<file path="src/rtl/hibctl_map.svh">
// Register offsets, field positions and timing counts of the hibernation controller
`ifndef HIBCTL_MAP_SVH
`define HIBCTL_MAP_SVH
// ==========================================================
// Register byte offsets
`define HIB_A_CTL    8'h00
`define HIB_A_RTC    8'h04
`define HIB_A_MATCH  8'h08
`define HIB_A_SS     8'h0c
`define HIB_A_SSM    8'h10
`define HIB_A_TRIM   8'h14
`define HIB_A_WAKE   8'h18
`define HIB_A_IEN    8'h1c
`define HIB_A_IRAW   8'h20
`define HIB_A_IMSK   8'h24
`define HIB_A_STAT   8'h28
`define HIB_A_TCFG   8'h2c
`define HIB_A_TCLR   8'h30
`define HIB_A_LOG    3'b010
`define HIB_A_MEM    2'b10
// ==========================================================
// Control fields
`define HIB_C_EN     0
`define HIB_C_RTCEN  1
`define HIB_C_CAL    2
`define HIB_C_HIB    3
`define HIB_C_ABORT  4
`define HIB_C_XOSC   5
`define HIB_C_BATGO  6
`define HIB_C_RECOV  7
// Wake enable fields
`define HIB_W_PIN    0
`define HIB_W_RTC    1
`define HIB_W_BAT    2
`define HIB_W_GPIO   3
`define HIB_W_RST    4
`define HIB_W_TAMP   5
// Interrupt source fields
`define HIB_I_RTC    0
`define HIB_I_BAT    1
`define HIB_I_PIN    2
`define HIB_I_SS     3
`define HIB_I_TAMP   4
`define HIB_I_REFUSE 5
// Tamper configuration fields
`define HIB_T_EN     0
`define HIB_T_ERASE  5
`define HIB_T_PART   6
`define HIB_T_WAKE   7
// ==========================================================
// Reset values and timing
`define HIB_TRIM_RST 15'h7fff
`define HIB_CAL_ANY  8'hff
`define HIB_CLK_NS   10
`define HIB_SS_NS    30517
`define HIB_SS_CYC   (`HIB_SS_NS / `HIB_CLK_NS)
`define HIB_BAT_NS   2000
`define HIB_BAT_CYC  ((`HIB_BAT_NS + `HIB_CLK_NS - 1) / `HIB_CLK_NS)
`endif

</file>
<file path="src/rtl/hibctl_pkg.sv">
// Types shared by the hibernation controller modules
package hibctl_pkg;
  typedef enum logic [1:0] {
    HIB_AWAKE = 2'b00,
    HIB_HOLD  = 2'b01,
    HIB_SLEEP = 2'b10
  } hibctl_pwr_t;
endpackage

</file>
<file path="src/rtl/hibctl_rtc_if.sv">
// Interface between the controller core and its real-time counter
`timescale 1ns/1ps
interface hibctl_rtc_if;
  logic        run;
  logic        cal;
  logic        wr_val;
  logic        wr_match;
  logic        wr_ssm;
  logic        wr_trim;
  logic [31:0] wdata;
  logic [31:0] value;
  logic [31:0] match;
  logic [14:0] ss;
  logic [14:0] ssm;
  logic [14:0] trim;
  logic        hit;
  logic        ss_hit;
  modport rtc (input run, cal, wr_val, wr_match, wr_ssm, wr_trim, wdata,
               output value, match, ss, ssm, trim, hit, ss_hit);
  modport ctl (output run, cal, wr_val, wr_match, wr_ssm, wr_trim, wdata,
               input value, match, ss, ssm, trim, hit, ss_hit);
endinterface

</file>
<file path="src/rtl/hibctl_sync.sv">
// Two-stage synchroniser for asynchronous pin inputs
`timescale 1ns/1ps
module hibctl_sync #(
  parameter int W = 1
) (
  input  wire logic         clk_i,
  input  wire logic         rst_n_i,
  input  wire logic [W-1:0] d_i,
  output logic      [W-1:0] q_o
);
  logic [W-1:0] meta_r;

  always_ff @(posedge clk_i or negedge rst_n_i) begin
    if (!rst_n_i) begin
      meta_r <= '0;
      q_o    <= '0;
    end else begin
      meta_r <= d_i;
      q_o    <= meta_r;
    end
  end
endmodule

</file>
<file path="src/rtl/hibctl_rtc.sv">
// Seconds and subseconds counter with trim, match and calendar mode
`timescale 1ns/1ps
`include "hibctl_map.svh"
module hibctl_rtc #(
  parameter int SS_DIV = `HIB_SS_CYC
) (
  input  wire logic clk_i,
  input  wire logic rst_n_i,
  hibctl_rtc_if.rtc bus
);
  logic [15:0] pre_r;
  logic        eq_r;
  logic        sseq_r;
  logic        eq;
  logic        tick;

  // Calendar layout: day[31:24] hour[23:16] min[15:8] sec[7:0]
  function automatic logic [31:0] cal_inc(input logic [31:0] v);
    logic [31:0] r;
    r = v;
    if (v[7:0] < 8'h3b) begin
      r[7:0] = v[7:0] + 8'h01;
    end else begin
      r[7:0] = 8'h00;
      if (v[15:8] < 8'h3b) begin
        r[15:8] = v[15:8] + 8'h01;
      end else begin
        r[15:8] = 8'h00;
        if (v[23:16] < 8'h17) begin
          r[23:16] = v[23:16] + 8'h01;
        end else begin
          r[23:16] = 8'h00;
          r[31:24] = (v[31:24] < 8'h1f) ? v[31:24] + 8'h01 : 8'h01;
        end
      end
    end
    return r;
  endfunction

  always_comb begin
    eq = 1'b1;
    for (int i = 0; i < 4; i++) begin
      if (!(bus.cal && bus.match[8*i +: 8] == `HIB_CAL_ANY) &&
          bus.match[8*i +: 8] != bus.value[8*i +: 8]) begin
        eq = 1'b0;
      end
    end
  end

  assign tick = bus.run && (pre_r == 16'(SS_DIV - 1));

  // ==========================================================
  // Prescaler and counters
  always_ff @(posedge clk_i or negedge rst_n_i) begin
    if (!rst_n_i) begin
      pre_r <= 16'h0000;
    end else if (!bus.run || tick) begin
      pre_r <= 16'h0000;
    end else begin
      pre_r <= pre_r + 16'h0001;
    end
  end

  always_ff @(posedge clk_i or negedge rst_n_i) begin
    if (!rst_n_i) begin
      bus.value <= 32'h0000_0000;
      bus.ss    <= 15'h0000;
    end else if (bus.wr_val) begin
      bus.value <= bus.wdata;
      bus.ss    <= 15'h0000;
    end else if (tick) begin
      // Trim sets the subsecond wrap point, so it scales the second length
      if (bus.ss >= bus.trim) begin
        bus.ss    <= 15'h0000;
        bus.value <= bus.cal ? cal_inc(bus.value) : bus.value + 32'h1;
      end else begin
        bus.ss <= bus.ss + 15'h0001;
      end
    end
  end

  always_ff @(posedge clk_i or negedge rst_n_i) begin
    if (!rst_n_i) begin
      bus.match <= 32'hffff_ffff;
      bus.ssm   <= 15'h0000;
      bus.trim  <= `HIB_TRIM_RST;
    end else begin
      if (bus.wr_match) bus.match <= bus.wdata;
      if (bus.wr_ssm) bus.ssm <= bus.wdata[14:0];
      if (bus.wr_trim) bus.trim <= bus.wdata[14:0];
    end
  end

  // Match pulses fire once on entry to equality, not every cycle of it
  always_ff @(posedge clk_i or negedge rst_n_i) begin
    if (!rst_n_i) begin
      eq_r       <= 1'b1;
      sseq_r     <= 1'b1;
      bus.hit    <= 1'b0;
      bus.ss_hit <= 1'b0;
    end else begin
      eq_r       <= eq;
      sseq_r     <= bus.ss == bus.ssm;
      bus.hit    <= eq && !eq_r;
      bus.ss_hit <= (bus.ss == bus.ssm) && !sseq_r;
    end
  end
endmodule

</file>
<file path="src/rtl/hibctl_top.sv">
// Hibernation controller: RTC, wake sources, battery, tamper, backup memory
`timescale 1ns/1ps
`include "hibctl_map.svh"
module hibctl_top #(
  parameter int NTAMP   = 4,
  parameter int NGPIO   = 4,
  parameter int NMEM    = 16,
  parameter int NLOG    = 4,
  parameter int BAT_CYC = `HIB_BAT_CYC,
  parameter int SS_DIV  = `HIB_SS_CYC
) (
  // Clock and reset
  input  wire logic             ref_clk_i,
  input  wire logic             rst_n_i,
  // Register port
  input  wire logic [7:0]       addr_i,
  input  wire logic [31:0]      wdata_i,
  input  wire logic             wr_i,
  input  wire logic             rd_i,
  output logic      [31:0]      rdata_o,
  // Pins and analog status
  input  wire logic             wake_pin_n_i,
  input  wire logic             rst_pin_n_i,
  input  wire logic [NGPIO-1:0] gpio_wake_i,
  input  wire logic [NTAMP-1:0] tamper_i,
  input  wire logic             osc_fail_i,
  input  wire logic             bat_low_i,
  // System outputs
  output logic                  pwr_en_o,
  output logic                  tamper_evt_o,
  output logic      [NTAMP-1:0] tamper_own_o,
  output logic                  bat_meas_o,
  output logic                  osc_recover_o,
  output logic                  irq_o
);
  localparam int NS = NTAMP + NGPIO + 4;

  logic                   rst_q1_r;
  logic                   rst_n;
  logic [NS-1:0]          pins_s;
  logic                   wake_s;
  logic                   rstp_s;
  logic                   osc_s;
  logic                   batl_s;
  logic [NGPIO-1:0]       gpio_s;
  logic [NTAMP-1:0]       tamp_s;
  logic [7:0]             ctl_r;
  logic [5:0]             wake_en_r;
  logic [5:0]             ien_r;
  logic [5:0]             iraw_r;
  logic [5:0]             iset;
  logic [7:0]             tcfg_r;
  logic [NTAMP-1:0]       tprev_r;
  logic [NTAMP-1:0]       tchg;
  logic                   osc_bad_r;
  logic                   osc_ev;
  logic                   tamp_ev;
  logic [15:0]            bat_cnt_r;
  logic                   lowbat_r;
  logic                   bat_done;
  logic [2:0]             log_cnt_r;
  logic [31:0]            log_rtc_r [NLOG];
  logic [NTAMP:0]         log_src_r [NLOG];
  logic [31:0]            mem_r [NMEM];
  logic                   wake_any;
  logic                   hib_go;
  logic                   refuse;
  logic [31:0]            rd_nxt;
  hibctl_pkg::hibctl_pwr_t pwr_r;
  hibctl_rtc_if           rtc_if ();

  // ==========================================================
  // Reset release and pin synchronisers
  always_ff @(posedge ref_clk_i or negedge rst_n_i) begin
    if (!rst_n_i) begin
      rst_q1_r <= 1'b0;
      rst_n    <= 1'b0;
    end else begin
      rst_q1_r <= 1'b1;
      rst_n    <= rst_q1_r;
    end
  end

  hibctl_sync #(.W(NS)) u_sync (
    .clk_i   (ref_clk_i),
    .rst_n_i (rst_n),
    .d_i     ({tamper_i, gpio_wake_i, ~wake_pin_n_i, ~rst_pin_n_i, osc_fail_i, bat_low_i}),
    .q_o     (pins_s)
  );
  assign {tamp_s, gpio_s, wake_s, rstp_s, osc_s, batl_s} = pins_s;

  // ==========================================================
  // Real-time counter
  wire wr_rtc = wr_i && ctl_r[`HIB_C_EN];
  assign rtc_if.run      = ctl_r[`HIB_C_EN] && ctl_r[`HIB_C_RTCEN];
  assign rtc_if.cal      = ctl_r[`HIB_C_CAL];
  assign rtc_if.wdata    = wdata_i;
  assign rtc_if.wr_val   = wr_rtc && addr_i == `HIB_A_RTC;
  assign rtc_if.wr_match = wr_rtc && addr_i == `HIB_A_MATCH;
  assign rtc_if.wr_ssm   = wr_rtc && addr_i == `HIB_A_SSM;
  assign rtc_if.wr_trim  = wr_rtc && addr_i == `HIB_A_TRIM;

  hibctl_rtc #(.SS_DIV(SS_DIV)) u_rtc (
    .clk_i   (ref_clk_i),
    .rst_n_i (rst_n),
    .bus     (rtc_if.rtc)
  );

  // ==========================================================
  // Control and configuration registers
  always_ff @(posedge ref_clk_i or negedge rst_n) begin
    if (!rst_n) begin
      ctl_r     <= 8'h00;
      wake_en_r <= 6'h00;
      ien_r     <= 6'h00;
      tcfg_r    <= 8'h00;
    end else begin
      // Command bits are one-cycle strobes, the rest hold
      ctl_r[`HIB_C_HIB]   <= 1'b0;
      ctl_r[`HIB_C_BATGO] <= 1'b0;
      ctl_r[`HIB_C_RECOV] <= 1'b0;
      if (wr_i) begin
        unique case (addr_i)
          `HIB_A_CTL:  ctl_r <= wdata_i[7:0];
          `HIB_A_WAKE: wake_en_r <= wdata_i[5:0];
          `HIB_A_IEN:  ien_r <= wdata_i[5:0];
          `HIB_A_TCFG: tcfg_r <= wdata_i[7:0];
          default: ;
        endcase
      end
    end
  end

  // ==========================================================
  // Battery check
  assign bat_done = bat_cnt_r == 16'h0001;

  always_ff @(posedge ref_clk_i or negedge rst_n) begin
    if (!rst_n) begin
      bat_cnt_r <= 16'h0000;
      lowbat_r  <= 1'b0;
    end else if (ctl_r[`HIB_C_BATGO] && bat_cnt_r == 16'h0000) begin
      bat_cnt_r <= 16'(BAT_CYC);
    end else if (bat_cnt_r != 16'h0000) begin
      bat_cnt_r <= bat_cnt_r - 16'h0001;
      if (bat_done) lowbat_r <= batl_s;
    end
  end

  // ==========================================================
  // Tamper detection, response and log
  assign tchg    = (tamp_s ^ tprev_r) & tcfg_r[NTAMP:1] & {NTAMP{tcfg_r[`HIB_T_EN]}};
  assign osc_ev  = tcfg_r[`HIB_T_EN] && ctl_r[`HIB_C_XOSC] && osc_s && !osc_bad_r;
  assign tamp_ev = (|tchg) || osc_ev;

  always_ff @(posedge ref_clk_i or negedge rst_n) begin
    if (!rst_n) begin
      tprev_r       <= '0;
      osc_bad_r     <= 1'b0;
      tamper_evt_o  <= 1'b0;
      tamper_own_o  <= '0;
      osc_recover_o <= 1'b0;
    end else begin
      tprev_r       <= tamp_s;
      tamper_evt_o  <= tamp_ev;
      tamper_own_o  <= tcfg_r[NTAMP:1] & {NTAMP{tcfg_r[`HIB_T_EN]}};
      osc_recover_o <= ctl_r[`HIB_C_RECOV] && osc_bad_r;
      // An osc_ev in the recovery cycle sets the flag; it wins over the clearing strobe
      if (osc_ev) osc_bad_r <= 1'b1;
      else if (ctl_r[`HIB_C_RECOV]) osc_bad_r <= 1'b0;
    end
  end

  // A full log keeps the oldest entries; later events are not stamped
  always_ff @(posedge ref_clk_i or negedge rst_n) begin
    if (!rst_n) begin
      log_cnt_r <= 3'h0;
      for (int i = 0; i < NLOG; i++) begin
        log_rtc_r[i] <= 32'h0000_0000;
        log_src_r[i] <= '0;
      end
    end else if (tamp_ev && log_cnt_r < 3'(NLOG)) begin
      log_rtc_r[log_cnt_r[1:0]] <= rtc_if.value;
      log_src_r[log_cnt_r[1:0]] <= {osc_ev, tchg};
      log_cnt_r <= log_cnt_r + 3'h1;
    end else if (wr_i && addr_i == `HIB_A_TCLR) begin
      log_cnt_r <= 3'h0;
    end
  end

  // ==========================================================
  // Battery-backed memory
  always_ff @(posedge ref_clk_i or negedge rst_n) begin
    if (!rst_n) begin
      for (int i = 0; i < NMEM; i++) mem_r[i] <= 32'h0000_0000;
    end else if (tamp_ev && tcfg_r[`HIB_T_ERASE]) begin
      // Partial erase wipes only the upper half
      for (int i = 0; i < NMEM; i++) begin
        if (!tcfg_r[`HIB_T_PART] || i >= NMEM / 2) mem_r[i] <= 32'h0000_0000;
      end
    end else if (wr_i && addr_i[7:6] == `HIB_A_MEM) begin
      mem_r[addr_i[5:2]] <= wdata_i;
    end
  end

  // ==========================================================
  // Power sequencing and wake
  assign wake_any = (wake_en_r[`HIB_W_PIN] && wake_s) ||
                    (wake_en_r[`HIB_W_RTC] && rtc_if.hit) ||
                    (wake_en_r[`HIB_W_BAT] && lowbat_r) ||
                    (wake_en_r[`HIB_W_GPIO] && |gpio_s) ||
                    (wake_en_r[`HIB_W_RST] && rstp_s) ||
                    ((wake_en_r[`HIB_W_TAMP] || tcfg_r[`HIB_T_WAKE]) && tamp_ev);
  assign refuse = ctl_r[`HIB_C_ABORT] && lowbat_r;
  assign hib_go = pwr_r == hibctl_pkg::HIB_HOLD && bat_cnt_r == 16'h0000;

  always_ff @(posedge ref_clk_i or negedge rst_n) begin
    if (!rst_n) begin
      pwr_r    <= hibctl_pkg::HIB_AWAKE;
      pwr_en_o <= 1'b1;
    end else begin
      unique case (pwr_r)
        hibctl_pkg::HIB_AWAKE: begin
          if (ctl_r[`HIB_C_HIB] && ctl_r[`HIB_C_EN]) pwr_r <= hibctl_pkg::HIB_HOLD;
        end
        hibctl_pkg::HIB_HOLD: begin
          if (hib_go) begin
            pwr_r    <= refuse ? hibctl_pkg::HIB_AWAKE : hibctl_pkg::HIB_SLEEP;
            pwr_en_o <= refuse;
          end
        end
        hibctl_pkg::HIB_SLEEP: begin
          if (wake_any) begin
            pwr_r    <= hibctl_pkg::HIB_AWAKE;
            pwr_en_o <= 1'b1;
          end
        end
        default: begin
          pwr_r    <= hibctl_pkg::HIB_AWAKE;
          pwr_en_o <= 1'b1;
        end
      endcase
    end
  end

  // ==========================================================
  // Interrupt status
  always_comb begin
    iset = 6'h00;
    iset[`HIB_I_RTC]    = rtc_if.hit;
    iset[`HIB_I_BAT]    = bat_done && batl_s;
    iset[`HIB_I_PIN]    = pwr_r == hibctl_pkg::HIB_SLEEP && wake_s && wake_en_r[`HIB_W_PIN];
    iset[`HIB_I_SS]     = rtc_if.ss_hit;
    iset[`HIB_I_TAMP]   = tamp_ev;
    iset[`HIB_I_REFUSE] = hib_go && refuse;
  end

  // New events win over a write-one clear in the same cycle
  always_ff @(posedge ref_clk_i or negedge rst_n) begin
    if (!rst_n) begin
      iraw_r <= 6'h00;
      irq_o  <= 1'b0;
    end else begin
      if (wr_i && addr_i == `HIB_A_IRAW) begin
        iraw_r <= (iraw_r & ~wdata_i[5:0]) | iset;
      end else begin
        iraw_r <= iraw_r | iset;
      end
      irq_o <= |(iraw_r & ien_r);
    end
  end

  // ==========================================================
  // Register read
  always_comb begin
    rd_nxt = 32'h0000_0000;
    if (addr_i[7:5] == `HIB_A_LOG) begin
      if (addr_i[4:3] < log_cnt_r[1:0] || log_cnt_r == 3'(NLOG)) begin
        rd_nxt = addr_i[2] ? 32'(log_src_r[addr_i[4:3]]) : log_rtc_r[addr_i[4:3]];
      end
    end else if (addr_i[7:6] == `HIB_A_MEM) begin
      rd_nxt = mem_r[addr_i[5:2]];
    end else begin
      unique case (addr_i)
        `HIB_A_CTL:   rd_nxt = {24'h0, ctl_r};
        `HIB_A_RTC:   rd_nxt = rtc_if.value;
        `HIB_A_MATCH: rd_nxt = rtc_if.match;
        `HIB_A_SS:    rd_nxt = {17'h0, rtc_if.ss};
        `HIB_A_SSM:   rd_nxt = {17'h0, rtc_if.ssm};
        `HIB_A_TRIM:  rd_nxt = {17'h0, rtc_if.trim};
        `HIB_A_WAKE:  rd_nxt = {26'h0, wake_en_r};
        `HIB_A_IEN:   rd_nxt = {26'h0, ien_r};
        `HIB_A_IRAW:  rd_nxt = {26'h0, iraw_r};
        `HIB_A_IMSK:  rd_nxt = {26'h0, iraw_r & ien_r};
        `HIB_A_TCFG:  rd_nxt = {24'h0, tcfg_r};
        `HIB_A_STAT:  rd_nxt = {23'h0, pwr_r, log_cnt_r, lowbat_r,
                                bat_cnt_r != 16'h0000, !osc_bad_r,
                                ctl_r[`HIB_C_EN]};
        default:      rd_nxt = 32'h0000_0000;
      endcase
    end
  end

  always_ff @(posedge ref_clk_i or negedge rst_n) begin
    if (!rst_n) begin
      rdata_o    <= 32'h0000_0000;
      bat_meas_o <= 1'b0;
    end else begin
      rdata_o    <= rd_i ? rd_nxt : 32'h0000_0000;
      bat_meas_o <= bat_cnt_r != 16'h0000;
    end
  end
endmodule

</file>
<file path="config.mk">
export PLATFORM = sky130hd
export DESIGN_NAME = hibctl_top
export DESIGN_NICKNAME = d
export VERILOG_FILES = /design/src/rtl/hibctl_pkg.sv /design/src/rtl/hibctl_rtc_if.sv /design/src/rtl/hibctl_sync.sv /design/src/rtl/hibctl_rtc.sv /design/src/rtl/hibctl_top.sv
export VERILOG_INCLUDE_DIRS = /design/src /design/src/rtl
export SDC_FILE = /design/constraint.sdc
export NUM_CORES = 2
export LEC_CHECK = 0
export BUFFER_PORTS_ARGS = -buffer_cell sky130_fd_sc_hd__buf_2
export CORE_ASPECT_RATIO = 1.4
export CORE_MARGIN = 2
export CORE_UTILIZATION = 70
export CTS_BUF_LIST = sky130_fd_sc_hd__clkbuf_4 sky130_fd_sc_hd__clkbuf_8
export DETAILED_ROUTE_END_ITERATION = 12
export PLACE_DENSITY_LB_ADDON = 0.12
export SLEW_MARGIN = 25
export SYNTH_ARGS = -nofsm -noshare
export SYNTH_HDL_FRONTEND = slang
export SYNTH_SLANG_ARGS = --single-unit
</file>
<file path="constraint.sdc">
create_clock -name ref_clk_i -period 66.5 [get_ports ref_clk_i]
set_input_delay 13.3 -clock ref_clk_i [delete_from_list [all_inputs] [get_ports ref_clk_i]]
set_output_delay 13.3 -clock ref_clk_i [all_outputs]
set_load 0.03 [all_outputs]
</file>
==> results.sh <==
export IMPL_cts_hold_buffers_added=0
export IMPL_slew_headroom_pct=23.8
export IMPL_ys_warn_count=0
export IMPL_synth_top_family_by_area="multiplexers"
export IMPL_n_fill_cell=3826
export IMPL_drive_gt1_share_pct=23.5
export IMPL_p_per_area_nw_per_um2=27.0
export IMPL_antenna_found_initial=5
export IMPL_htree_levels=4
export IMPL_regArea_sq_um=23000
export IMPL_clockRootBuffer="clkbuf_8"
export IMPL_yosys_area_share_simple_pct=11.3
export IMPL_final_hold_violation_count=0
export IMPL_cts_path_max_buffers=3
export IMPL_core_area_sq_um=60900
export IMPL_start_util_pct=70.7
export IMPL_crit_path_start="addr_i[3]"
export IMPL_crit_fanout=100
export IMPL_dp_worst_setup_slack_ns=49.78
export IMPL_synthAdderAreaFrac_pct=0.872
export IMPL_synth_compound_area_share_pct=13.4
export IMPL_min_from="rst_q1_r$_DFF_PN0_"
export IMPL_finalCriticalPeriod_ns=15.97
export IMPL_tritoncts="done"
export IMPL_drc=0
export IMPL_viasPerCell=7.04
export IMPL_cts_resized=0
export IMPL_grt_pass1_vias=34300
export IMPL_numCtsBuffers=140
export IMPL_finalSetupTns_ns=0
export IMPL_synth_fp_nets=3868
export IMPL_area_growth_syn_to_layout_pct=9.36
export IMPL_r2r_start="rst_n$_DFF_PN0_"
export IMPL_clk_latency_ns=0.85
export IMPL_yosysSeqAreaShare_pct=53.4
export IMPL_synth_edff_count=0
export IMPL_worstMarginPinSlew_ns=1.14
export IMPL_syn_inst=3782
export IMPL_clk_pin_slew_ns=0.06
export IMPL_ant_nets=0
export IMPL_async_reset_ff_share_pct=100
export IMPL_setup_viol=0
export IMPL_synth_xor_area_share_pct=1.69
export IMPL_status="finished, final reports clean"
export IMPL_reg2reg_to="u_rtc.bus.ssm[11]$_DFFE_PN0P_"
export IMPL_max_freq_mhz=62.6
export IMPL_post_dp_hpwl_um=80400
export IMPL_startpoint_type="primary input"
export IMPL_final_cell_mix="dfrtp_1, nand2_1, a21oi_1"
export IMPL_synth_seq_cells=917
export IMPL_min_to="rst_n$_DFF_PN0_"
export IMPL_synth_area_mux_share_pct=15.9
export IMPL_crit_type="in -> reg"
export IMPL_synth_distinct_cells=84
export IMPL_port_buffers=96
export IMPL_endpoint_kind="flip-flop"
export IMPL_die_w_um=214
export IMPL_drtPass1Iterations=7
export IMPL_synthFlopType="dfrtp_1"
export IMPL_avgRoutedWirePerCell_um=28.0
export IMPL_hold_class="reg -> reg"
export IMPL_required_ns=67.26
export IMPL_grtUsageTotal_pct=42.3
export IMPL_gr_total_overflow=0
export IMPL_drv_slew=0
export IMPL_whs_ns=0.348
export IMPL_setup_ws_ns=50.53
export IMPL_syn_avg_cell_area_sq_um=11.4
export IMPL_fin_crit_sh_pct=24.0
export IMPL_grt_max_degree=257
export IMPL_grt_pass1_wl_um=200000
export IMPL_dieArea_sq_um=63500
export IMPL_final_nets=3827
export IMPL_first_iter_violations=4311
export IMPL_maxCapViolCount=0
export IMPL_multiInputGateArea_sq_um=18700
export IMPL_hold_depth=0
export IMPL_p_leak_nw=21.4
export IMPL_place_congestion=1.00
export IMPL_routed_wl_um=131000
export IMPL_post_cts_buffers=0
export IMPL_layout_cells_most_common="dfrtp_1"
export IMPL_timing_reg2reg_setup_slack_ns=62.20
export IMPL_r2r_cells=5
export IMPL_die_h_um=297
export IMPL_power_w=0.00127
export IMPL_cts_sinks=917
export IMPL_num_io_pins=97
export IMPL_rsz0062_at_grt="no"
export IMPL_clock_skew_ns=0.0418
export IMPL_worstPathArrival_ns=16.73
export IMPL_syn_cell_area_sq_um=43100
export IMPL_num_vias=32900
export IMPL_fp_row_count=107
export IMPL_peakVddDrop_mv=0.0241
## stage by stage
step / area (sq um) / utilization, % / std cells
3_3_place_gp: 43900 / 72.1 / 4412
3_5_place_dp: 44000 / 72.2 / 4413
2_1_floorplan: 43100 / - / 3782
4_1_cts: 47000 / 77.1 / 4664
5_1_grt: 47100 / 77.3 / 4668
6_report: 47100 / 77.3 / 4669
## area by class of cell
| class | count | share of cell area (%) |
|---|---|---|
| clock inverter | 27 | 0.592 |
| sequential | 917 | 48.9 |
| clock buffer | 224 | 5.86 |
| inverter | 37 | 0.295 |
| tap | 817 | 2.17 |
| multi-input combinational | 2485 | 39.8 |
| timing repair buffer | 160 | 2.42 |
| antenna | 2 | 0.0106 |
## per-layer routing
metal | vias to the layer above | track usage (%) | part of all wire (%)
met3 | 601 | 11.4 | 11
li1 | 13500 | - | -
met2 | 2146 | 65.3 | 48
met4 | 2 | 26.7 | 6.9
met1 | 16600 | 53.0 | 35
met5 | - | 0 | 0.0069
## how the worst max path moves through the flow
stage                                                  to  slack (ns)  cells past startpoint
after floorplan                  bat_cnt_r[0]$_DFFE_PN0P_       39.13                      0
after global placement    u_rtc.bus.value[14]$_DFFE_PN0P_       49.65                      8
after detailed placement   u_rtc.bus.value[3]$_DFFE_PN0P_       49.78                      9
after CTS                  u_rtc.bus.value[3]$_DFFE_PN0P_       50.66                      9
after global routing       u_rtc.bus.value[3]$_DFFE_PN0P_       50.43                      9
final                      u_rtc.bus.value[3]$_DFFE_PN0P_       50.53                      9
## worst max-delay path, cell delays in order
cell and delay [ns]:
buf_8 0.47, buf_12 0.55, nand2b_1 0.72, nor3_4 0.06, buf_4 0.32, a21oi_1 0.31
nand3_1 0.24, or3b_2 0.54, nand3_1 0.10
## cell usage after synthesis (21+ instances only)
master    instances  area share, %
mux4_2          198             10
dfstp_2          50            3.1
nor3_1           30           0.35
buf_2            50           0.58
a21oi_1         319            3.7
dfrtp_1         867             50
inv_1            36           0.31
nand2_1         716            6.2
mux2i_1          22           0.51
nand3_1          61           0.71
o21ai_0         127            1.5
mux2_2          181            4.7
nand4_1          21           0.31
xor2_1           64            1.3
clkbuf_1        239            2.1
buf_1            52           0.45
ha_1             30           0.87
and2_1           22           0.32
nor2_1          100           0.87
a22o_1          264            5.4
and3_1           21           0.31
a22oi_1          31           0.54
a31oi_1          38           0.55
## registers in the layout, summed over array words and instances, names as in the netlist, 3 cells and up
signal / cells
bat_cnt_r: 16
ctl_r: 8
ien_r: 6
iraw_r: 6
log_cnt_r: 3
log_rtc_r: 128
log_src_r: 20
mem_r: 512
rdata_o: 32
tamper_own_o: 4
tcfg_r: 8
tprev_r: 4
u_rtc.bus.match: 32
u_rtc.bus.ss: 15
u_rtc.bus.ssm: 15
u_rtc.bus.trim: 15
u_rtc.bus.value: 32
u_rtc.pre_r: 16
u_sync.meta_r: 12
u_sync.q_o: 12
wake_en_r: 6
## cells by family after synthesis
logic type | Yosys count
xor+xnor | 83
flops | 917
buf+inv | 380
simple gates | 1089
mux | 411
compound gates | 871
other cells | 1
fa+ha+maj | 30
## power by group
part,leakage (nW),internal (W),total (W),switching [W]
clock,1.62,0.000280,0.000506,0.000226
sequential,12.1,0.000605,0.000633,0.0000280
combinational,7.71,0.0000610,0.000131,0.0000696
Note: power is estimated with default switching activity, not from simulation.
